`src/hw/fmirq_pkg.sv`:
```
package fmirq_pkg;

  // ---------------------------------------------------------------
  // Register offsets and fields
  // ---------------------------------------------------------------
  localparam logic [7:0] MODE_ADDR      = 8'h04;
  localparam logic [7:0] MASK_ADDR      = 8'h05;
  localparam logic [7:0] STAT_ADDR      = 8'h06;
  localparam int         MODE_SRST_BIT  = 6;
  localparam int         MODE_LPREQ_BIT = 7;
  localparam logic [7:0] MASK_RESET     = 8'hff;
  localparam logic [7:0] STAT_RESET     = 8'h00;
  localparam logic [7:0] RDATA_UNMAPPED = 8'h00;

  // Event positions in mask and status
  localparam int EVT_INDICATOR_LED = 0;
  localparam int EVT_TRANSFORMER   = 1;
  localparam int EVT_BOOST         = 2;
  localparam int EVT_CHARGE_TMO    = 3;
  localparam int EVT_OVERHEAT      = 4;
  localparam int EVT_FOCUS_LED     = 5;
  localparam int EVT_CHARGE_DONE   = 6;
  localparam int EVT_SELFTEST      = 7;

  // Serial slave address, value is arbitrary
  localparam logic [6:0] I2C_DEV_ADDR = 7'h2a;

  // ---------------------------------------------------------------
  // Timing
  // ---------------------------------------------------------------
  localparam int CLK_PERIOD_NS  = 10;
  localparam int RESET_WAIT_NS  = 4000000;
  localparam int RESET_WAIT_CYC = RESET_WAIT_NS / CLK_PERIOD_NS;
  localparam int BUSY_W         = 19;

  typedef enum logic [8:0] {
    I2C_IDLE    = 9'h001,
    I2C_ADDR    = 9'h002,
    I2C_ADDR_AK = 9'h004,
    I2C_PTR     = 9'h008,
    I2C_PTR_AK  = 9'h010,
    I2C_WR      = 9'h020,
    I2C_WR_AK   = 9'h040,
    I2C_RD      = 9'h080,
    I2C_RD_AK   = 9'h100
  } fmirq_i2c_e;

endpackage

```
`src/hw/fmirq_i2c.sv`:
```
`timescale 1ns/1ps
`default_nettype none
module fmirq_i2c (
  input  wire logic       clk_sys_i,
  input  wire logic       srst_i,
  input  wire logic       scl_i,
  input  wire logic       sda_i,
  input  wire logic [7:0] rdata_i,
  output logic            sda_oe_n_o,
  output logic            wr_stb_o,
  output logic            rd_stb_o,
  output logic [7:0]      addr_o,
  output logic [7:0]      wdata_o
);
  import fmirq_pkg::*;

  // ---------------------------------------------------------------
  // Pin synchronisers
  // ---------------------------------------------------------------
  logic [1:0] scl_s_q, sda_s_q;
  logic       scl_l_q, sda_l_q;
  always_ff @(posedge clk_sys_i) begin
    scl_s_q <= {scl_s_q[0], scl_i};
    sda_s_q <= {sda_s_q[0], sda_i};
    scl_l_q <= scl_s_q[1];
    sda_l_q <= sda_s_q[1];
  end

  logic scl_rise, scl_fall, start_c, stop_c;
  assign scl_rise = scl_s_q[1] & ~scl_l_q;
  assign scl_fall = ~scl_s_q[1] & scl_l_q;
  assign start_c  = scl_s_q[1] & scl_l_q & sda_l_q & ~sda_s_q[1];
  assign stop_c   = scl_s_q[1] & scl_l_q & ~sda_l_q & sda_s_q[1];

  // ---------------------------------------------------------------
  // Byte engine
  // ---------------------------------------------------------------
  fmirq_i2c_e st_q, st_d;
  logic [7:0] sh_q, sh_d, ptr_q, ptr_d, wd_q, wd_d;
  logic [3:0] cnt_q, cnt_d;
  logic       drv_q, drv_d, wr_q, wr_d, rd_q, rd_d;
  logic       oe_n_q, oe_n_d;

  always_comb begin
    st_d  = st_q;
    sh_d  = sh_q;
    ptr_d = ptr_q;
    wd_d  = wd_q;
    cnt_d = cnt_q;
    drv_d = drv_q;
    wr_d  = 1'b0;
    rd_d  = 1'b0;
    if (start_c) begin
      st_d  = I2C_ADDR;
      cnt_d = 4'h0;
      drv_d = 1'b0;
    end else if (stop_c) begin
      st_d  = I2C_IDLE;
      drv_d = 1'b0;
    end else begin
      case (st_q)
        I2C_ADDR, I2C_PTR, I2C_WR: begin
          if (scl_rise) begin
            sh_d  = {sh_q[6:0], sda_s_q[1]};
            cnt_d = cnt_q + 4'h1;
          end else if (scl_fall && cnt_q == 4'h8) begin
            if (st_q == I2C_ADDR && sh_q[7:1] != I2C_DEV_ADDR) begin
              st_d = I2C_IDLE;
            end else begin
              drv_d = 1'b1;
              if (st_q == I2C_ADDR) st_d = I2C_ADDR_AK;
              else if (st_q == I2C_PTR) st_d = I2C_PTR_AK;
              else st_d = I2C_WR_AK;
              if (st_q == I2C_PTR) ptr_d = sh_q;
              if (st_q == I2C_WR) begin
                wd_d = sh_q;
                wr_d = 1'b1;
              end
            end
          end
        end
        I2C_ADDR_AK, I2C_PTR_AK, I2C_WR_AK: begin
          if (scl_fall) begin
            cnt_d = 4'h0;
            drv_d = 1'b0;
            if (st_q == I2C_WR_AK) ptr_d = ptr_q + 8'h01;
            if (st_q == I2C_ADDR_AK && sh_q[0]) begin
              // First data bit goes out on the same falling edge
              st_d  = I2C_RD;
              rd_d  = 1'b1;
              drv_d = ~rdata_i[7];
              sh_d  = {rdata_i[6:0], 1'b0};
              cnt_d = 4'h1;
              ptr_d = ptr_q + 8'h01;
            end else if (st_q == I2C_ADDR_AK) begin
              st_d = I2C_PTR;
            end else begin
              st_d = I2C_WR;
            end
          end
        end
        I2C_RD: begin
          if (scl_fall) begin
            if (cnt_q == 4'h8) begin
              st_d  = I2C_RD_AK;
              drv_d = 1'b0;
            end else begin
              drv_d = ~sh_q[7];
              sh_d  = {sh_q[6:0], 1'b0};
              cnt_d = cnt_q + 4'h1;
            end
          end
        end
        I2C_RD_AK: begin
          if (scl_rise && sda_s_q[1]) begin
            st_d = I2C_IDLE;
          end else if (scl_fall) begin
            st_d  = I2C_RD;
            rd_d  = 1'b1;
            drv_d = ~rdata_i[7];
            sh_d  = {rdata_i[6:0], 1'b0};
            cnt_d = 4'h1;
            ptr_d = ptr_q + 8'h01;
          end
        end
        default: st_d = I2C_IDLE;
      endcase
    end
    // Pin enable gets its own flop so the output leaves a register directly
    oe_n_d = ~drv_d;
  end

  always_ff @(posedge clk_sys_i) begin
    if (srst_i) begin
      st_q  <= I2C_IDLE;
      sh_q  <= 8'h00;
      ptr_q <= 8'h00;
      wd_q  <= 8'h00;
      cnt_q <= 4'h0;
      drv_q <= 1'b0;
      oe_n_q <= 1'b1;
      wr_q  <= 1'b0;
      rd_q  <= 1'b0;
    end else begin
      st_q  <= st_d;
      sh_q  <= sh_d;
      ptr_q <= ptr_d;
      wd_q  <= wd_d;
      cnt_q <= cnt_d;
      drv_q <= drv_d;
      oe_n_q <= oe_n_d;
      wr_q  <= wr_d;
      rd_q  <= rd_d;
    end
  end

  // Read strobe carries the pointer before its increment
  logic [7:0] rd_addr_q;
  always_ff @(posedge clk_sys_i) begin
    if (srst_i) rd_addr_q <= 8'h00;
    else if (rd_d) rd_addr_q <= ptr_q;
  end

  assign sda_oe_n_o = oe_n_q;
  assign wr_stb_o   = wr_q;
  assign rd_stb_o   = rd_q;
  // Address comes from flops only, so read data never loops back into the engine
  assign addr_o     = rd_q ? rd_addr_q : ptr_q;
  assign wdata_o    = wd_q;

endmodule
`default_nettype wire

```
`src/hw/fmirq_top.sv`:
```
`timescale 1ns/1ps
`default_nettype none
module fmirq_top #(
  parameter int unsigned RESET_WAIT_CYC = fmirq_pkg::RESET_WAIT_CYC
) (
  input  wire logic       clk_sys_i,
  input  wire logic       srst_i,
  input  wire logic       scl_i,
  input  wire logic       sda_i,
  input  wire logic [7:0] fault_evt_i,
  output logic            sda_o,
  output logic            sda_oe_n_o,
  output logic            int_o,
  output logic            int_oe_n_o,
  output logic            standby_o,
  output logic            load_defaults_o,
  output logic            soft_reset_o,
  output logic            busy_o
);
  import fmirq_pkg::*;

  // ---------------------------------------------------------------
  // Serial register port
  // ---------------------------------------------------------------
  logic       wr_stb, rd_stb;
  logic [7:0] addr, wdata, rdata;

  fmirq_i2c u_i2c (
    .clk_sys_i  (clk_sys_i),
    .srst_i     (srst_i),
    .scl_i      (scl_i),
    .sda_i      (sda_i),
    .rdata_i    (rdata),
    .sda_oe_n_o (sda_oe_n_o),
    .wr_stb_o   (wr_stb),
    .rd_stb_o   (rd_stb),
    .addr_o     (addr),
    .wdata_o    (wdata)
  );

  // ---------------------------------------------------------------
  // Register state
  // ---------------------------------------------------------------
  logic [7:0]        mask_q, mask_d, pend_q, pend_d;
  logic              lp_req_q, lp_req_d, standby_q, standby_d;
  logic              ld_def_q, ld_def_d, srst_pls_q, srst_pls_d;
  logic              int_oe_n_q, int_oe_n_d;
  logic [BUSY_W-1:0] busy_q, busy_d;
  logic              wr_ok, mode_wr, stat_rd;

  // Writes are dropped while the soft reset is still being processed
  assign wr_ok   = wr_stb && (busy_q == '0);
  assign mode_wr = wr_ok && (addr == MODE_ADDR);
  assign stat_rd = rd_stb && (addr == STAT_ADDR);

  always_comb begin
    mask_d     = mask_q;
    // New events win over the clear of a status read
    pend_d     = (stat_rd ? STAT_RESET : pend_q) | fault_evt_i;
    lp_req_d   = 1'b0;
    standby_d  = standby_q;
    ld_def_d   = 1'b0;
    srst_pls_d = 1'b0;
    busy_d     = (busy_q != '0) ? busy_q - 1'b1 : busy_q;
    if (mode_wr) begin
      if (wdata[MODE_SRST_BIT]) begin
        mask_d     = MASK_RESET;
        pend_d     = STAT_RESET | fault_evt_i;
        standby_d  = 1'b0;
        srst_pls_d = 1'b1;
        busy_d     = BUSY_W'(RESET_WAIT_CYC);
      end else if (wdata[MODE_LPREQ_BIT]) begin
        lp_req_d  = 1'b1;
        ld_def_d  = 1'b1;
        standby_d = 1'b1;
      end else begin
        standby_d = 1'b0;
      end
    end else if (wr_ok && addr == MASK_ADDR) begin
      mask_d = wdata;
    end
    int_oe_n_d = ~|(pend_d & mask_d);
  end

  always_ff @(posedge clk_sys_i) begin
    if (srst_i) begin
      mask_q     <= MASK_RESET;
      pend_q     <= STAT_RESET;
      lp_req_q   <= 1'b0;
      standby_q  <= 1'b0;
      ld_def_q   <= 1'b0;
      srst_pls_q <= 1'b0;
      int_oe_n_q <= 1'b1;
      busy_q     <= '0;
    end else begin
      mask_q     <= mask_d;
      pend_q     <= pend_d;
      lp_req_q   <= lp_req_d;
      standby_q  <= standby_d;
      ld_def_q   <= ld_def_d;
      srst_pls_q <= srst_pls_d;
      int_oe_n_q <= int_oe_n_d;
      busy_q     <= busy_d;
    end
  end

  // ---------------------------------------------------------------
  // Read data
  // ---------------------------------------------------------------
  always_comb begin
    if (addr == MODE_ADDR) begin
      rdata = {lp_req_q, 7'h00};
    end else if (addr == MASK_ADDR) begin
      rdata = mask_q;
    end else if (addr == STAT_ADDR) begin
      rdata = pend_q;
    end else begin
      rdata = RDATA_UNMAPPED;
    end
  end

  // ---------------------------------------------------------------
  // Pin and status outputs
  // ---------------------------------------------------------------
  logic sda_lo_q, int_lo_q, busy_o_q;
  always_ff @(posedge clk_sys_i) begin
    sda_lo_q <= 1'b0;
    int_lo_q <= 1'b0;
    if (srst_i) busy_o_q <= 1'b0;
    else busy_o_q <= (busy_d != '0);
  end

  assign sda_o           = sda_lo_q;
  assign int_o           = int_lo_q;
  assign int_oe_n_o      = int_oe_n_q;
  assign standby_o       = standby_q;
  assign load_defaults_o = ld_def_q;
  assign soft_reset_o    = srst_pls_q;
  assign busy_o          = busy_o_q;
endmodule
`default_nettype wire

```
`config.mk`:
```
export PLATFORM = sky130hd
export DESIGN_NAME = fmirq_top
export DESIGN_NICKNAME = d
export VERILOG_FILES = /design/src/hw/fmirq_pkg.sv /design/src/hw/fmirq_i2c.sv /design/src/hw/fmirq_top.sv
export SDC_FILE = /design/constraint.sdc
export NUM_CORES = 1
export LEC_CHECK = 0
export ABC_AREA = 1
export ABC_CLOCK_PERIOD_IN_PS = 1800
export BUFFER_PORTS_ARGS = -buffer_cell sky130_fd_sc_hd__buf_2
export CELL_PAD_IN_SITES_DETAIL_PLACEMENT = 0
export CELL_PAD_IN_SITES_GLOBAL_PLACEMENT = 1
export CORE_ASPECT_RATIO = 1.1
export CORE_UTILIZATION = 41
export CTS_BUF_LIST = sky130_fd_sc_hd__clkbuf_4
export DETAILED_ROUTE_END_ITERATION = 10
export PLACE_DENSITY_LB_ADDON = 0.05
export SYNTH_ARGS = -nofsm -noshare
export SYNTH_HDL_FRONTEND = slang
export SYNTH_SLANG_ARGS = --single-unit
```
`constraint.sdc`:
```
create_clock -name clk_sys_i -period 1.8 [get_ports clk_sys_i]
set_input_delay 0.09 -clock clk_sys_i [delete_from_list [all_inputs] [get_ports clk_sys_i]]
set_output_delay 0.09 -clock clk_sys_i [all_outputs]
set_load 0.05 [all_outputs]
```
==> qor.yml <==
fin_nets: 956
synth.largest_area_cell: "sky130_fd_sc_hd__dfxtp_1"
ioPinCount: 20
failing_checks: "setup timing"
drt_pass1_iterations: 5
maxSlewViolCount: 0
setup_slack_ns: -0.0817
synthMostInstantiatedCell: "sky130_fd_sc_hd__nand2_1"
run_status: "complete, but fails checks"
fmaxAchievable_ghz: 0.531
cts.clk_slew.worst_paths_ns: 0.15
crit_fanout: 6
antenna_left: 0
postRouteWirelength_mm: 15.7
seq_area_frac_synth: 0.382
pre_cts_ws_ns: -0.189
critPathRequiredTime_ns: 2.19
dr_total_vias: 5471
rows: 41
place.gp.congestion: 0.946
detail_route.iter0.violations: 271
tritoncts.num_buffers: 9
post_synth_inst_count: 757
power_density_nw_per_um2: 981
syn-mean-instance-area_sq_um: 6.58
global_route.usage.total: 0.247
dominantRegCellSynth: "sky130_fd_sc_hd__dfxtp_1"
die_area_sq_um: 12600
cts_tree: "done"
grt_antenna_before_repair: 0
report.final.setup_viol: 25
power_leakage_nw: 3.51
drt_wl_cell_microns: 14.3
cts_sinks: 95
p_total_mw: 7.34
drc: 0
async_sr_flop_fraction: 0
grt_overflow_total: 0
timing.final.crit_share: 1.05
pin_count_of_the_biggest_net_entering_global_routing: 27
finalHoldViolations: 0
rsz0062_at_grt: "true"
multi_input_area_sq_um: 3260
syn_to_final_growth_pct: 50.1
finalCriticalPeriod_ns: 1.88
worstPathArrival_ns: 2.27
post_route_cells_drive_above_1_share: 0.413
fillCellCount: 1051
synth_area_sq_um: 4980
yosysWarningCount: 0
max_cap_violations: 0
critPathCaptureType: "flop"
totalNegativeSetupSlack_ns: -0.893
dpl.hpwl_mm: 11.0
routed_via_density: 5.00
synth.top_cells.by_area: "sky130_fd_sc_hd__dfxtp_1, sky130_fd_sc_hd__nand2_1, sky130_fd_sc_hd__nor2_1, sky130_fd_sc_hd__inv_1, sky130_fd_sc_hd__a21oi_1"
numPortBuffers: 17
yosys_register_bits: 95
timing_worst_setup_path_type: "flop to flop"
htreeDepth: 3
peakVddDrop_mv: 0.900
via_count_of_the_first_global_routing_pass: 5183
ff_latch_area_sq_um: 1930
worstSkewPairLatency_ns: 0.49
cts_root_buffer: "sky130_fd_sc_hd__clkbuf_4"
fp.dieH_microns: 118
yosysUniqueCellTypes: 39
inserted_diodes: 0
holdCritPathClass: "primary input to flop"
setup.reg_to_reg.worst_slack_ns: -0.08
clock-skew-final_ns: 0.0147
clock_path_buffers: 2
core-area_sq_um: 11600
first_pass_grt_wire_length_mm: 24.6
synth-edff-count: 0
startpoint_class_of_the_critical_path: "flop"
synth_top_area_share: 0.382
synth.cells.most_frequent: "sky130_fd_sc_hd__nand2_1, sky130_fd_sc_hd__nor2_1, sky130_fd_sc_hd__dfxtp_1"
die-width_microns: 107
starting_density_of_the_core: 0.428
-- power breakdown --
| part | leakage [nW] | total [mW] | switching (mW) | internal, mW |
|---|---|---|---|---|
| Clock | 0.0992 | 1.51 | 0.762 | 0.747 |
| Sequential | 0.781 | 2.44 | 0.146 | 2.30 |
| Combinational | 2.63 | 3.38 | 1.76 | 1.62 |
| Total | 3.51 | 7.34 | 2.67 | 4.67 |
-- stage by stage --
stage	area, sq um	hold WS (ns)	std cells	utilization
after floorplan	5000	0.118	758	-
after global placement	6140	0.192	1033	0.527
after detailed placement	6140	0.194	1033	0.527
after CTS	6890	0.200	1080	0.591
after global routing	7480	0.215	1095	0.642
final	7480	0.235	1095	0.642
-- final cells by class --
type	instances	area share
tap	150	0.0251
sequential	95	0.258
inverter	100	0.0542
timing repair buffer	186	0.202
clock buffer	12	0.0121
multi-input combinational	548	0.436
clock inverter	4	0.0126
-- sequential cells by signal, summed over array words and instances, names as in the netlist, 2 cells and up --
signal and count:
busy_q 19, pend_q 8, u_i2c.sda_s_q 2, u_i2c.scl_s_q 2
u_i2c.rd_addr_q 8, u_i2c.cnt_q 4, u_i2c.st_q 9, u_i2c.wdata_o 8
u_i2c.ptr_q 8, mask_q 8, u_i2c.sh_q 8
-- path summary, 6_finish.rpt --
check / cells past startpoint / start / to
setup / recovery: 14 / busy_q[13] / int_oe_n_o
hold / removal: 2 / sda_i / u_i2c.sda_s_q[0]
setup reg to reg: 14 / busy_q[13] / int_oe_n_o
hold reg to reg: 0 / u_i2c.scl_s_q[0] / u_i2c.scl_s_q[1]
-- layer usage --
metal | share of wire | track usage | vias to the layer above
li1 | - | - | 2809
met2 | 0.50 | 0.427 | 84
met4 | 0.021 | 0.104 | 0
met3 | 0.027 | 0.0316 | 23
met1 | 0.45 | 0.305 | 2555
met5 | 0 | 0 | -
-- worst max-delay path: stages, from the launching register on --
cell and delay [ns]:
sky130_fd_sc_hd__dfxtp_1 0.35, sky130_fd_sc_hd__nor2_2 0.15, sky130_fd_sc_hd__nand2_2 0.10, sky130_fd_sc_hd__nor2_4 0.14
sky130_fd_sc_hd__nand3_4 0.11, sky130_fd_sc_hd__nor2_4 0.17, sky130_fd_sc_hd__buf_6 0.14, sky130_fd_sc_hd__nand3_4 0.10
sky130_fd_sc_hd__buf_6 0.17, sky130_fd_sc_hd__nand3_2 0.06, sky130_fd_sc_hd__nand3_2 0.07, sky130_fd_sc_hd__nand2_1 0.07
sky130_fd_sc_hd__nor2_1 0.05, sky130_fd_sc_hd__nand2_1 0.05, sky130_fd_sc_hd__nand2_1 0.05
-- cell families (layout without fill, tap and decap cells) --
logic type               count (synthesis)  after routing  synth area share
other                                    1              2          0.000753
XOR/XNOR                                14             14            0.0246
buffers and inverters                  118            302            0.0937
adder cells (fa/ha/maj)                  4              4            0.0101
AND/OR/NAND/NOR                        410            413             0.367
AO/OA/AOI/OAI                          115            115             0.122
flip-flops                              95             95             0.382
-- cell usage in the layout (no fill, tap or decap), types with 3 or more instances in the layout --
cell / Yosys / layout
sky130_fd_sc_hd__nor2_1: 101 / 80
sky130_fd_sc_hd__ha_1: 4 / 3
sky130_fd_sc_hd__buf_6: 1 / 18
sky130_fd_sc_hd__clkbuf_4: 0 / 12
sky130_fd_sc_hd__nand3_4: 2 / 6
sky130_fd_sc_hd__nor2_4: 5 / 21
sky130_fd_sc_hd__nor3_1: 12 / 7
sky130_fd_sc_hd__o22ai_1: 6 / 4
sky130_fd_sc_hd__o21ai_0: 36 / 22
sky130_fd_sc_hd__nand3_2: 2 / 22
sky130_fd_sc_hd__a21oi_2: 0 / 11
sky130_fd_sc_hd__inv_1: 82 / 77
sky130_fd_sc_hd__dlygate4sd3_1: 0 / 11
sky130_fd_sc_hd__o21ai_1: 7 / 14
sky130_fd_sc_hd__nand2_1: 191 / 139
sky130_fd_sc_hd__nand2_2: 4 / 52
sky130_fd_sc_hd__dfxtp_1: 95 / 77
sky130_fd_sc_hd__inv_4: 0 / 3
sky130_fd_sc_hd__nand3b_1: 3 / 3
sky130_fd_sc_hd__xor2_1: 10 / 9
sky130_fd_sc_hd__buf_12: 0 / 4
sky130_fd_sc_hd__nand3_1: 53 / 31
sky130_fd_sc_hd__nand4_1: 17 / 17
sky130_fd_sc_hd__o21ai_2: 1 / 7
sky130_fd_sc_hd__nor3_2: 2 / 5
sky130_fd_sc_hd__dfxtp_2: 0 / 16
sky130_fd_sc_hd__a21oi_1: 57 / 46
sky130_fd_sc_hd__bufinv_16: 0 / 3
sky130_fd_sc_hd__nand2_4: 0 / 4
sky130_fd_sc_hd__buf_4: 3 / 135
sky130_fd_sc_hd__nor2_2: 12 / 17
sky130_fd_sc_hd__inv_2: 17 / 15
sky130_fd_sc_hd__inv_6: 0 / 3
sky130_fd_sc_hd__buf_2: 4 / 17
sky130_fd_sc_hd__xnor2_1: 4 / 4
-- timing repair --
action,in CTS,in global routing
buffers inserted,17,14
endpoints found under the hold margin,14,0
setup endpoints to repair,41,59
pin swaps,29,69
hold buffers,11,0
resized for setup,83,147
gates cloned,3,1
No activity file was read; power rests on OpenSTA's default activity.
